===== config.mk =====
export PLATFORM = sky130hd
export DESIGN_NAME = smc_top
export DESIGN_NICKNAME = d
export VERILOG_FILES = /design/src/core/smc_pkg.sv /design/src/core/smc_tmr_if.sv /design/src/core/smc_timer.sv /design/src/core/smc_top.sv
export VERILOG_INCLUDE_DIRS = /design/src /design/src/core
export SDC_FILE = /design/constraint.sdc
export NUM_CORES = 1
export LEC_CHECK = 0
export BUFFER_PORTS_ARGS = -buffer_cell sky130_fd_sc_hd__buf_4
export CORE_AREA = 2 2 155 157
export CTS_CLUSTER_SIZE = 12
export DETAILED_ROUTE_END_ITERATION = 8
export DIE_AREA = 0 0 157 159
export PLACE_DENSITY = 0.69
export SLEW_MARGIN = 10
export SYNTH_ARGS = -nofsm -noshare
export SYNTH_HDL_FRONTEND = slang
export SYNTH_SLANG_ARGS = --single-unit

===== constraint.sdc =====
create_clock -name clk_i -period 5.2 [get_ports clk_i]
set_input_delay 1.3 -clock clk_i [delete_from_list [all_inputs] [get_ports clk_i]]
set_output_delay 1.3 -clock clk_i [all_outputs]
set_load 0.005 [all_outputs]

===== src/core/smc_regs.svh =====
`ifndef SMC_REGS_SVH
`define SMC_REGS_SVH

// ----------------------------------------------------------------
// register offsets (byte addresses)
// ----------------------------------------------------------------
`define SMC_ADR_MODE 6'h00
`define SMC_ADR_OPTS 6'h04
`define SMC_ADR_PERIODS 6'h08
`define SMC_ADR_SLEEP 6'h0c
`define SMC_ADR_AWAKE 6'h10
`define SMC_ADR_STATUS 6'h14

// ----------------------------------------------------------------
// power-save selector codes
// ----------------------------------------------------------------
`define SMC_MODE_NORMAL 4'h0
`define SMC_MODE_PIN 4'h1
`define SMC_MODE_CYCLIC 4'h4
`define SMC_MODE_CYCPIN 4'h5
`define SMC_MODE_SUPPORT 4'h7
`define SMC_MODE_SYNC 4'h8

// ----------------------------------------------------------------
// option bits, limits and reset values
// ----------------------------------------------------------------
`define SMC_OPT_PREF_COORD 0
`define SMC_OPT_NON_COORD 1
`define SMC_OPT_API_STATUS 2
`define SMC_OPT_NO_EARLY 3
`define SMC_OPT_EQUALITY 4
`define SMC_OPT_NO_RAPID 5
`define SMC_OPT_FULL_WAKE 8
`define SMC_OPTS_MAX 9'h13e
`define SMC_OPTS_RST 9'h002
`define SMC_PERIODS_RST 16'h0001
`define SMC_SLEEP_MAX 22'h15f900
`define SMC_SLEEP_RST 22'h000190
`define SMC_AWAKE_MAX 22'h36ee80
`define SMC_AWAKE_RST 22'h001f40

// ----------------------------------------------------------------
// timing
// ----------------------------------------------------------------
`define SMC_CLK_NS 10
`define SMC_MS_NS 1000000
`define SMC_MS_CYCLES (`SMC_MS_NS / `SMC_CLK_NS)
`define SMC_SLEEP_UNIT_MS 10
`define SMC_CHECK_MS 1

`endif


===== src/core/smc_pkg.sv =====
package smc_pkg;

	typedef enum logic [2:0] {
		SMC_ST_AWAKE = 3'b000,
		SMC_ST_SLEEP = 3'b001,
		SMC_ST_CHECK = 3'b010,
		SMC_ST_FULL = 3'b011
	} smc_state_t;

	typedef struct packed {
		logic [3:0] mode;
		logic [8:0] opts;
		logic [15:0] periods;
		logic [21:0] sleep_dur;
		logic [21:0] awake_dur;
		smc_state_t st;
		logic [15:0] cnt;
		logic doze_q;
		logic ack;
		logic [31:0] dat;
		logic awake;
		logic asleep;
		logic coord;
		logic api_status;
		logic early_wake;
		logic equality;
		logic no_rapid;
	} smc_main_t;

	typedef struct packed {
		logic [16:0] pre;
		logic [24:0] left;
		logic run;
		logic done;
	} smc_timer_t;

endpackage : smc_pkg


===== src/core/smc_tmr_if.sv =====
`timescale 1ns/10ps
interface smc_tmr_if;
	logic start;
	logic [24:0] load_ms;
	logic done;

	modport ctrl (output start, output load_ms, input done);
	modport tmr (input start, input load_ms, output done);
endinterface : smc_tmr_if


===== src/core/smc_timer.sv =====
`timescale 1ns/10ps
`include "smc_regs.svh"
module smc_timer import smc_pkg::*; #(
	parameter logic [16:0] MS_CYCLES = 17'(`SMC_MS_CYCLES)
) (
	// clock, enable and reset
	input wire logic clk_i,
	input wire logic rst_i,
	input wire logic ce_i,
	// control
	smc_tmr_if.tmr tm
);

	smc_timer_t r;
	smc_timer_t nxt;

	// ----------------------------------------------------------------
	// millisecond down-counter
	// ----------------------------------------------------------------
	always_comb begin
		nxt = r;
		nxt.done = 1'b0;
		if (tm.start) begin
			nxt.pre = 17'h00000;
			nxt.left = tm.load_ms;
			nxt.run = 1'b1;
		end else if (r.run) begin
			if (r.pre == MS_CYCLES - 17'h00001) begin
				nxt.pre = 17'h00000;
				// zero load still yields one tick, never a hang
				if (r.left <= 25'h0000001) begin
					nxt.run = 1'b0;
					nxt.done = 1'b1;
				end else begin
					nxt.left = r.left - 25'h0000001;
				end
			end else begin
				nxt.pre = r.pre + 17'h00001;
			end
		end
	end

	always_ff @(posedge clk_i) begin
		if (rst_i) begin
			r <= '0;
		end else if (ce_i) begin
			r <= nxt;
		end
	end

	assign tm.done = r.done;

endmodule : smc_timer


===== src/core/smc_top.sv =====
// What this block does
// selector takes 0,1,4,5,7,8 only; resets 0
// code 0: always awake, never sleeps
// code 1: doze input level sets sleep
// code 4: sleep duration, then awake duration
// code 5: falling doze edge ends sleep
// software never sets option bits 0,1 together
// option mask accepts zero to 0x13e
// bit 0: sleep-compatible device coordinates always
// bit 1: never coordinate; mask resets 0x2
// bit 2: framed sleep status messages
// bit 3: no early wake on missed syncs
// bit 4: node types equal, no seniority
// bit 5: rapid-sync deployment disabled
// bit 8: full awake duration every cycle
// indicator once per N sleep periods, reset 1
// other cycles: brief check, data wakes fully
// no data: back to sleep, indicator low
// period count ignored in synchronous sleep
// sleep duration 10 ms units, 1..0x15f900
// awake duration 1 ms units; data restarts it except in code 8
// indicator high only while fully awake
`timescale 1ns/10ps
`include "smc_regs.svh"
module smc_top import smc_pkg::*; #(
	parameter logic [16:0] MS_CYCLES = 17'(`SMC_MS_CYCLES)
) (
	// clock, enable, reset
	input wire logic clk_i,
	input wire logic rst_i,
	input wire logic ce_i,
	// wishbone slave
	input wire logic wb_cyc_i,
	input wire logic wb_stb_i,
	input wire logic wb_we_i,
	input wire logic [5:0] wb_adr_i,
	input wire logic [3:0] wb_sel_i,
	input wire logic [31:0] wb_dat_i,
	output logic [31:0] wb_dat_o,
	output logic wb_ack_o,
	// host and radio side
	input wire logic doze_req_i,
	input wire logic data_pending_i,
	input wire logic sync_missed_i,
	// power state
	output logic awake_o,
	output logic asleep_o,
	// option outputs
	output logic coord_o,
	output logic api_status_o,
	output logic early_wake_o,
	output logic equality_o,
	output logic no_rapid_o
);

	smc_main_t r;
	smc_main_t nxt;
	logic tm_start;
	logic [24:0] tm_load;
	logic wr_ok;
	logic rd_ok;
	logic cyclic;
	logic fall;
	logic [16:0] cnt_inc;

	smc_tmr_if tm ();

	// ----------------------------------------------------------------
	// helpers
	// ----------------------------------------------------------------
	function automatic logic mode_legal(input logic [3:0] m);
		return m == `SMC_MODE_NORMAL || m == `SMC_MODE_PIN ||
			m == `SMC_MODE_CYCLIC || m == `SMC_MODE_CYCPIN ||
			m == `SMC_MODE_SUPPORT || m == `SMC_MODE_SYNC;
	endfunction : mode_legal

	function automatic logic [24:0] sleep_ms(input logic [21:0] v);
		return 25'(v) * 25'(`SMC_SLEEP_UNIT_MS);
	endfunction : sleep_ms

	function automatic logic [31:0] lane(input logic [31:0] old,
		input logic [31:0] wd, input logic [3:0] sel);
		logic [31:0] res;
		res = old;
		for (int i = 0; i < 4; i++) begin
			if (sel[i]) begin
				res[i*8 +: 8] = wd[i*8 +: 8];
			end
		end
		return res;
	endfunction : lane

	smc_timer #(
		.MS_CYCLES(MS_CYCLES)
	) u_timer (
		.clk_i(clk_i),
		.rst_i(rst_i),
		.ce_i(ce_i),
		.tm(tm.tmr)
	);

	assign tm.start = tm_start;
	assign tm.load_ms = tm_load;

	// ----------------------------------------------------------------
	// next state
	// ----------------------------------------------------------------
	always_comb begin
		logic [31:0] wv;
		wv = 32'h00000000;
		nxt = r;
		tm_start = 1'b0;
		tm_load = 25'h0000000;
		wr_ok = wb_cyc_i && wb_stb_i && !r.ack;
		rd_ok = wr_ok && !wb_we_i;
		cyclic = r.mode == `SMC_MODE_CYCLIC ||
			r.mode == `SMC_MODE_CYCPIN || r.mode == `SMC_MODE_SYNC;
		fall = r.doze_q && !doze_req_i;
		cnt_inc = {1'b0, r.cnt} + 17'h00001;
		nxt.doze_q = doze_req_i;
		nxt.ack = wr_ok;
		nxt.dat = 32'h00000000;

		// bus writes; illegal values leave the register untouched
		if (wr_ok && wb_we_i) begin
			case (wb_adr_i)
				`SMC_ADR_MODE: begin
					wv = lane({28'h0000000, r.mode}, wb_dat_i, wb_sel_i);
					if (wv[31:4] == 28'h0000000 && mode_legal(wv[3:0])) begin
						nxt.mode = wv[3:0];
					end
				end
				`SMC_ADR_OPTS: begin
					wv = lane({23'h000000, r.opts}, wb_dat_i, wb_sel_i);
					// both coordinator bits set is a software fault
					if (wv <= 32'(`SMC_OPTS_MAX) && !(wv[0] && wv[1])) begin
						nxt.opts = wv[8:0]; // see
					end
				end
				`SMC_ADR_PERIODS: begin
					wv = lane({16'h0000, r.periods}, wb_dat_i, wb_sel_i);
					if (wv[31:16] == 16'h0000 && wv[15:0] != 16'h0000) begin
						nxt.periods = wv[15:0];
					end
				end
				`SMC_ADR_SLEEP: begin
					wv = lane({10'h000, r.sleep_dur}, wb_dat_i, wb_sel_i);
					if (wv != 32'h00000000 && wv <= 32'(`SMC_SLEEP_MAX)) begin
						nxt.sleep_dur = wv[21:0];
					end
				end
				`SMC_ADR_AWAKE: begin
					wv = lane({10'h000, r.awake_dur}, wb_dat_i, wb_sel_i);
					if (wv != 32'h00000000 && wv <= 32'(`SMC_AWAKE_MAX)) begin
						nxt.awake_dur = wv[21:0];
					end
				end
				default: begin
				end
			endcase
		end

		// bus reads; unmapped words read zero and still ack
		if (rd_ok) begin
			case (wb_adr_i)
				`SMC_ADR_MODE: nxt.dat = {28'h0000000, r.mode};
				`SMC_ADR_OPTS: nxt.dat = {23'h000000, r.opts};
				`SMC_ADR_PERIODS: nxt.dat = {16'h0000, r.periods};
				`SMC_ADR_SLEEP: nxt.dat = {10'h000, r.sleep_dur};
				`SMC_ADR_AWAKE: nxt.dat = {10'h000, r.awake_dur};
				`SMC_ADR_STATUS: begin
					nxt.dat = {11'h000, r.awake, r.asleep, r.st, r.cnt};
				end
				default: nxt.dat = 32'h00000000;
			endcase
		end

		// ----------------------------------------------------------------
		// sleep sequencer
		// ----------------------------------------------------------------
		case (r.st)
			SMC_ST_AWAKE: begin
				if (r.mode == `SMC_MODE_PIN && doze_req_i) begin
					nxt.st = SMC_ST_SLEEP;
				end else if (cyclic) begin
					nxt.st = SMC_ST_SLEEP;
					nxt.cnt = 16'h0000;
					tm_start = 1'b1;
					tm_load = sleep_ms(r.sleep_dur);
				end
			end
			SMC_ST_SLEEP: begin
				if (r.mode == `SMC_MODE_NORMAL ||
					r.mode == `SMC_MODE_SUPPORT) begin
					nxt.st = SMC_ST_AWAKE;
				end else if (r.mode == `SMC_MODE_PIN) begin
					if (!doze_req_i) begin
						nxt.st = SMC_ST_AWAKE;
					end
				end else if (r.mode == `SMC_MODE_SYNC) begin
					// period count plays no part here
					if (tm.done || (sync_missed_i &&
						!r.opts[`SMC_OPT_NO_EARLY])) begin
						nxt.st = SMC_ST_FULL; // see
						tm_start = 1'b1;
						tm_load = 25'(r.awake_dur);
					end
				end else if (r.mode == `SMC_MODE_CYCPIN && fall) begin
					nxt.st = SMC_ST_FULL;
					nxt.cnt = 16'h0000;
					tm_start = 1'b1;
					tm_load = 25'(r.awake_dur);
				end else if (tm.done) begin
					if (cnt_inc >= {1'b0, r.periods}) begin
						nxt.st = SMC_ST_FULL;
						nxt.cnt = 16'h0000;
						tm_start = 1'b1;
						tm_load = 25'(r.awake_dur);
					end else begin
						nxt.st = SMC_ST_CHECK;
						nxt.cnt = cnt_inc[15:0];
						tm_start = 1'b1;
						tm_load = 25'(`SMC_CHECK_MS);
					end
				end
			end
			SMC_ST_CHECK: begin
				if (!cyclic) begin
					nxt.st = SMC_ST_AWAKE;
				end else if (data_pending_i) begin
					nxt.st = SMC_ST_FULL;
					nxt.cnt = 16'h0000;
					tm_start = 1'b1;
					tm_load = 25'(r.awake_dur);
				end else if (tm.done) begin
					nxt.st = SMC_ST_SLEEP;
					tm_start = 1'b1;
					tm_load = sleep_ms(r.sleep_dur);
				end
			end
			SMC_ST_FULL: begin
				if (!cyclic) begin
					nxt.st = SMC_ST_AWAKE;
				end else if (tm.done || (doze_req_i &&
					!r.opts[`SMC_OPT_FULL_WAKE])) begin
					// host may cut a wake short unless held full
					nxt.st = SMC_ST_SLEEP;
					tm_start = 1'b1;
					tm_load = sleep_ms(r.sleep_dur);
				end else if (data_pending_i && r.mode != `SMC_MODE_SYNC) begin
					tm_start = 1'b1;
					tm_load = 25'(r.awake_dur);
				end
			end
			default: begin
				nxt.st = SMC_ST_AWAKE;
			end
		endcase

		// a cyclic code written during pin sleep finds no sleep timer running
		if (r.mode == `SMC_MODE_PIN && r.st == SMC_ST_SLEEP &&
			nxt.st == SMC_ST_SLEEP && nxt.mode != r.mode) begin
			nxt.cnt = 16'h0000;
			tm_start = 1'b1;
			tm_load = sleep_ms(r.sleep_dur);
		end

		// indicator tracks the state it is registered with
		nxt.awake = nxt.st == SMC_ST_AWAKE || nxt.st == SMC_ST_FULL;
		nxt.asleep = nxt.st == SMC_ST_SLEEP;
		nxt.coord = (r.mode == `SMC_MODE_SUPPORT ||
			r.mode == `SMC_MODE_SYNC) && r.opts[`SMC_OPT_PREF_COORD] &&
			!r.opts[`SMC_OPT_NON_COORD]; // see
		nxt.api_status = r.opts[`SMC_OPT_API_STATUS];
		nxt.early_wake = !r.opts[`SMC_OPT_NO_EARLY];
		nxt.equality = r.opts[`SMC_OPT_EQUALITY];
		nxt.no_rapid = r.opts[`SMC_OPT_NO_RAPID];
	end

	// ----------------------------------------------------------------
	// state register
	// ----------------------------------------------------------------
	always_ff @(posedge clk_i) begin
		if (rst_i) begin
			r <= '0;
			r.mode <= `SMC_MODE_NORMAL;
			r.opts <= `SMC_OPTS_RST;
			r.periods <= `SMC_PERIODS_RST;
			r.sleep_dur <= `SMC_SLEEP_RST;
			r.awake_dur <= `SMC_AWAKE_RST;
			r.st <= SMC_ST_AWAKE;
			r.awake <= 1'b1;
			r.early_wake <= 1'b1;
		end else if (ce_i) begin
			r <= nxt;
		end
	end

	assign wb_dat_o = r.dat;
	assign wb_ack_o = r.ack;
	assign awake_o = r.awake;
	assign asleep_o = r.asleep;
	assign coord_o = r.coord;
	assign api_status_o = r.api_status;
	assign early_wake_o = r.early_wake;
	assign equality_o = r.equality;
	assign no_rapid_o = r.no_rapid;
endmodule : smc_top


==> summary.md, run 1 <==
| Metric | Value |
|---|---|
| Initial antenna violation count | `0` |
| First-pass GRT wire length | `around 58000 µm` |
| H-Tree Depth | `4` |
| EDFF count, synth | `0` |
| Synth unique cells | `87` |
| Clk_lat worst skew | `about 450 ps` |
| Leakage power | `5.24 nW` |
| Slew Limit Fails | `0` |
| Dpl hpwl | `27200 µm` |
| TritonCTS buffer count | `17` |
| Vias/cell | `about 6.3` |
| Fin crit period | `about 4400 ps` |
| Number of max-cap violations | `0` |
| Fmax | `226 MHz` |
| Clk sinks | `167` |
| RSZ-0062 raised after global routing | `no` |
| Setup Buffers After CTS | `0` |
| Status | `finished clean` |
| WL/cell | `approximately 20 µm` |
| GP Congestion | `0.950` |
| Clk slew on worst S/H paths | `90 ps` |
| Reg2Reg Depth | `15` |
| # port buffers | `80` |
| CP startpoint kind | `register` |
| Switch Pwr | `slightly below 0.8 mW` |
| Combinational group share of total power | `0.063` |
| Final WL | `36800 µm` |
| CP Data Required Time | `5560 ps` |
| Share of cells above drive strength 1 | `0.107` |
| Clk root buf | `clkbuf_16` |
| Post-synthesis cell area | `11500 µm²` |
| Final setup vio count | `0` |
| Async SR Flop Fraction | `0` |
| Critical path fanouts, max | `9` |
| Mean Syn Cell Area | `7.83 µm²` |
| R2R setup slack | `just under 800 ps` |
| Final period util | `0.850` |
| Syn-to-layout area delta | `11.0%` |
| Hold_buf cts | `0` |
| Full die area | `25000 µm²` |
| DP Worst Slack | `621 ps` |
| Clock skew | `19.0 ps` |
| Final worst-path setup slack | `778 ps` |
| Seq/Total Area, Yosys | `0.290` |
| Iteration-0 DRC count of the detailed router | `1120` |
| Final Hold Viols | `0` |
| Slew Limit Headroom | `0.312` |
| Synth Instances | `roughly 1.5k` |
| # resized after CTS | `0` |
| Yosys warnings | `0` |
| Initial core utilization | `0.497` |
| Die Span X | `~160 µm` |
| Clock Power Share | `0.482` |
| Via count | `about 11k` |
| Switch share | `0.277` |
| Internal power | `2.04 mW` |
| Io pins | `91` |
| Vias in the first global route | `10.8k` |
| Power per cell area | `221 nW/µm²` |
| Worst Path Arrival | `4780 ps` |
| Post-DRT Antenna Nets | `0` |
| Num rows | `56` |
| All-layer global routing usage | `0.295` |
| Max IR drop VDD | `roughly 0.00016 V` |
| Largest net degree at the start of global routing | `73` |
| Core area | `23200 µm²` |
| Hold Path Cell Cnt | `2` |
| CTS max path bufs | `2` |
| Total grt overflow | `0` |
| Drt first pass iters | `6` |
| TritonCTS clock tree | `done` |
| Main synth FF type | `dfxtp_1` |
| Die height | `roughly 160 µm` |
| DRC viols | `0` |
| Worst hold path type | `reg2reg` |
| ANT cells | `0` |
| CP Class | `reg2reg` |
| Setup TNS | `0 ps` |
| Synthesized flop and latch total | `around 170` |
| Share of power burned in registers | `0.455` |
| Worst Tran Pin Value | `1020 ps` |
| Critical path capture point type | `register` |
| Net count, final | `between 1.5k and 2k` |
| Final core utilization | `0.552` |
synth_stat cells (21+ instances only):
cell type  instances  area (µm²)
buf_4             33         248
nor3_1            35         175
inv_1             49         184
xnor2_1           21         184
nor4_1            23         144
nor2_1           175         657
mux2i_1          108        1080
clkbuf_1          65         244
ha_1              60         751
nand2_1          119         447
dfxtp_1          167        3340
a21oi_1           92         460
o21ai_0          108         541
nand4_1           23         144
nand3_1           58         290
per-stage QoR:
stage	hold slack [ps]	instances	instance area [µm²]	power (mW)
global placement	437	1791	12200	1.49
finish	459	1823	12800	2.82
CTS	463	1823	12800	2.82
floorplan	426	1481	11600	1.42
detailed placement	445	1791	12200	1.49
global route	473	1823	12800	2.90
layout by cell type, fill, tap and decap left out, drive strengths merged, types with 7 or more instances in the layout:
master / netlist / layout
nor2: 176 / 176
dfxtp: 167 / 167
nand2: 120 / 120
o21ai: 111 / 111
mux2i: 108 / 108
buf: 43 / 99
a21oi: 92 / 92
ha: 60 / 60
nand3: 58 / 58
inv: 49 / 55
nor3: 35 / 35
nor4: 24 / 24
nand4: 23 / 23
xnor2: 21 / 21
and3: 18 / 18
or4: 18 / 18
a31oi: 18 / 18
clkbuf: 65 / 17
a211oi: 17 / 17
o22ai: 16 / 16
or3: 15 / 15
a221oi: 15 / 15
xor2: 12 / 12
nor3b: 11 / 11
nor2b: 11 / 11
o211ai: 11 / 11
conb: 1 / 10
clkinv: 1 / 9
a21o: 8 / 8
nand3b: 8 / 8
nand2b: 7 / 7
o31a: 7 / 7
or2: 7 / 7
final cells by class:
class | instances | area (µm²)
well taps | 319 | 399
multi-input cells | 1156 | 7490
clock buffers | 17 | 425
inverters | 50 | 188
repair buffers | 99 | 743
fillers | 2187 | 10400
flip-flops and latches | 167 | 3340
clock inverters | 15 | 203
worst paths after layout:
check,from,to
worst max-delay path,r[41]$_SDFFE_PP0P_,r[51]$_SDFFE_PP0P_
worst max register to register,r[41]$_SDFFE_PP0P_,r[51]$_SDFFE_PP0P_
worst min-delay path,wb_dat_o[9]$_SDFFE_PP0P_,wb_dat_o[9]$_SDFFE_PP0P_
worst min register to register,wb_dat_o[9]$_SDFFE_PP0P_,wb_dat_o[9]$_SDFFE_PP0P_
layer usage:
layer | vias up | track usage | wire (µm)
met5 | - | 0 | 0
met1 | 5464 | 0.388 | 15800
li1 | 5428 | - | -
met2 | 446 | 0.478 | 17100
met3 | 101 | 0.0493 | 2480
met4 | 0 | 0.122 | 1410
state kept, by name, indices dropped and copies added (netlist names), 3 cells and up:
register   cells
r             90
wb_dat_o      22
nxt            3
u_timer.r     43
power groups by stage:
stage / Clock (mW) / Sequential, mW / Combinational (mW)
final: 1.36 / 1.28 / 0.178
after detailed placement: 0 / 1.31 / 0.175
after global routing: 1.42 / 1.28 / 0.190
after global placement: 0 / 1.31 / 0.175
after CTS: 1.36 / 1.28 / 0.175
after floorplan: 0 / 1.31 / 0.105
kinds of logic (layout without fill, tap and decap cells):
| kind of cell | Yosys count | in the layout | share of synthesized area |
|---|---|---|---|
| adder cells (fa/ha/maj) | 61 | 61 | 0.0669 |
| flip-flops | 167 | 167 | 0.290 |
| AND/OR/NAND/NOR | 561 | 561 | 0.244 |
| other | 1 | 10 | 0.000325 |
| multiplexers | 114 | 114 | 0.0997 |
| AO/OA/AOI/OAI | 377 | 377 | 0.211 |
| buffers and inverters | 158 | 181 | 0.0634 |
| XOR/XNOR | 33 | 33 | 0.0251 |
critical path: stages, from the launching register on:
cell       delay [ps]
dfxtp_1           500
ha_1              310
and3_1            200
nor4bb_1          360
buf_4             230
and3_1            180
xor2_1            210
ha_1              290
a21oi_1           140
o21a_1            220
a2bb2oi_1         180
o211a_1           310
nand3b_1          450
nor2_2            480
nand3b_1          120
a21oi_1           150
Power figures use the tool's default switching activity.
==> run 2, diff against run 1 <==
--- a/config.mk
+++ b/config.mk
@@ -6,12 +6,14 @@
 export SDC_FILE = /design/constraint.sdc
 export NUM_CORES = 1
 export LEC_CHECK = 0
+export ABC_AREA = 1
 export BUFFER_PORTS_ARGS = -buffer_cell sky130_fd_sc_hd__buf_4
-export CORE_AREA = 2 2 155 157
+export CORE_AREA = 2 2 161 163
 export CTS_CLUSTER_SIZE = 12
 export DETAILED_ROUTE_END_ITERATION = 8
-export DIE_AREA = 0 0 157 159
-export PLACE_DENSITY = 0.69
+export DIE_AREA = 0 0 163 165
+export GPL_TIMING_DRIVEN = 0
+export PLACE_DENSITY = 0.68
 export SLEW_MARGIN = 10
 export SYNTH_ARGS = -nofsm -noshare
 export SYNTH_HDL_FRONTEND = slang
==> summary.md, run 2 <==
| Metric | Value |
|---|---|
| Status | `finished clean` |
| Seq/Total Area, Yosys | `0.269` |
| Clk_lat worst skew | `450 ps` |
| Synth Instances | `1981` |
| Io pins | `just over 90` |
| CP Class | `reg2reg` |
| Final setup vio count | `0` |
| Critical path capture point type | `register` |
| Num rows | `58` |
| Worst Path Arrival | `5050 ps` |
| Yosys warnings | `0` |
| Slew Limit Fails | `0` |
| Mean Syn Cell Area | `roughly 6.3 µm²` |
| # resized after CTS | `0` |
| Async SR Flop Fraction | `0` |
| First-pass GRT wire length | `between 60000 and 70000 µm` |
| Critical path fanouts, max | `10` |
| Vias in the first global route | `12.7k` |
| Fin crit period | `4700 ps` |
| # port buffers | `78` |
| Area leader, netlist | `dfxtp_1` |
| Power per cell area | `236 nW/µm²` |
| Most frequent cell after synthesis | `nand2_1` |
| Synth unique cells | `52` |
| Worst hold path type | `reg2reg` |
| Largest net degree at the start of global routing | `19` |
| Yosys top cell area share | `0.269` |
| H-Tree Depth | `4` |
| Max reg flops | `90` |
| Leakage power | `around 6.6 nW` |
| Clk slew on worst S/H paths | `80 ps` |
| Max stage delay on crit path | `430 ps` |
| Initial core utilization | `0.496` |
| Dpl hpwl | `between 30000 and 40000 µm` |
| Critical Path Most Common Cell | `nand2_1` |
| Worst Tran Pin Value | `926 ps` |
| Syn-to-layout area delta | `13.1%` |
| DR top layer | `met4` |
| Core area | `25000 µm²` |
| CTS max path bufs | `2` |
| Delay-heaviest family, CP | `simple AND/OR/NAND/NOR gates` |
| M1 WL | `18600 µm` |
| RSZ-0062 raised after global routing | `no` |
| Synthesized flop and latch total | `167` |
| Final worst-path setup slack | `496 ps` |
| GP Congestion | `~0.96` |
| Met2 wire len | `20700 µm` |
| CP Data Required Time | `around 5500 ps` |
| All-layer global routing usage | `0.329` |
| Final Hold Viols | `0` |
| Net count, final | `2199` |
| Setup Buffers After CTS | `0` |
| Main synth FF type | `dfxtp_1` |
| Die height | `about 170 µm` |
| Register Area | `3340 µm²` |
| Clock skew | `19.2 ps` |
| Top post-synthesis cells by area | `dfxtp_1, nand2_1, inv_1` |
| Top reg by flops | `r` |
| TritonCTS clock tree | `done` |
| Full die area | `26900 µm²` |
| Clk sinks | `167` |
| TritonCTS buffer count | `17` |
| Drt first pass iters | `6` |
| Cell area after layout | `14000 µm²` |
| Met3 WL | `3050 µm` |
| Max IR drop VDD | `0.000170 V` |
| Critical-path cell with the highest stage delay | `dfxtp_1` |
| ANT cells | `0` |
| DRC viols | `0` |
| Final period util | `0.905` |
| Number of max-cap violations | `0` |
| Hold_buf cts | `0` |
| Fmax | `between 200 and 250 MHz` |
| Final WL | `roughly 44000 µm` |
| Clk root buf | `clkbuf_16` |
| Vias/cell | `5.70` |
| Multi-input logic area | `7550 µm²` |
| Post-DRT Antenna Nets | `0` |
| DP Worst Slack | `553 ps` |
| Most common cell after layout, fill and taps aside | `nand2_1` |
| Iteration-0 DRC count of the detailed router | `about 1.5k` |
| CP startpoint kind | `register` |
| Total grt overflow | `0` |
| Setup TNS | `0 ps` |
| Commonest non-fill, non-tap cells in the layout | `nand2_1, inv_1, nor2_1, a21oi_1, dfxtp_1` |
| Post-synthesis cell area | `12400 µm²` |
| Die Span X | `between 150 and 200 µm` |
| Via count | `approximately 14k` |
| WL/cell | `approximately 18 µm` |
| Share of cells above drive strength 1 | `0.0910` |
| EDFF count, synth | `0` |
| Initial antenna violation count | `0` |
| Fill count | `2555` |
| Slew Limit Headroom | `0.380` |
| Most frequent cells after synthesis | `nand2_1, inv_1, nor2_1, a21oi_1, dfxtp_1` |
| Post-placement cell area | `13400 µm²` |
| WP buf/inv | `2` |
## run 2: cell types whose count changed in the layout (fill, tap and decap cells not counted), moves of 24 or more
cell / delta
nor2_1: +74
nand4_1: +26
nand2_1: +275
clkbuf_1: +44
o21ai_0: +24
mux2i_1: -108
inv_1: +212
nand3_1: +55
xor2_1: +31
a21oi_1: +102
## run 2: stage by stage
step / util / std cells / power [mW] / hold slack [ps]
2_1_floorplan: - / 1990 / 1.81 / 429
3_3_place_gp: 0.537 / 2398 / 2.01 / 442
3_5_place_dp: 0.537 / 2398 / 2.01 / 446
4_1_cts: 0.560 / 2430 / 3.30 / 466
5_1_grt: 0.561 / 2430 / 3.45 / 493
6_report: 0.561 / 2430 / 3.31 / 461
## run 2: logic make-up after synthesis
group                      count (synthesis)  synth area share
and+or+nand+nor                          901             0.315
AOI/OAI and AO/OA                        436             0.196
buffers and inverters                    371             0.126
DFF                                      167             0.269
adders and majority gates                 61            0.0621
xor gates and xnor gates                  44            0.0311
other                                      1          0.000302
## run 2: tightest hold or removal path, delay by kind of cell, from the launching register on
kind	cells	cell delay [ps]
flops	1	330
simple gates	1	50
compound gates	1	50
## run 2: final cells by class
class	count	share of cell area
repair buffers	78	0.0417
plain buffers	100	0.0386
clock buffers	18	0.0306
well taps	330	0.0294
multi-input cells	1452	0.538
flip-flops and latches	167	0.238
clock inverters	14	0.0112
inverters	271	0.0725
## run 2: path summary, 6_finish.rpt
path | to | slack [ps] | from | cells after the start
worst max-delay path | r[55]$_SDFFE_PP0P_ | 500 | r[41]$_SDFFE_PP0P_ | 27
worst min-delay path | wb_dat_o[15]$_SDFFE_PP0P_ | 460 | wb_dat_o[15]$_SDFFE_PP0P_ | 2
worst max register to register | r[55]$_SDFFE_PP0P_ | 500 | r[41]$_SDFFE_PP0P_ | 27
worst min register to register | wb_dat_o[15]$_SDFFE_PP0P_ | 460 | wb_dat_o[15]$_SDFFE_PP0P_ | 2
## run 2: where the power goes
part	internal, mW	total [mW]	switching (mW)
logic	0.216	0.656	0.440
clock network	0.648	1.31	0.665
registers	1.31	1.34	0.0318
total	2.17	3.31	1.14
## run 2: per-layer routing
metal	vias up	GRT usage
met5	-	0
met4	0	0.152
met3	127	0.0487
met2	581	0.553
met1	6387	0.417
li1	6766	-
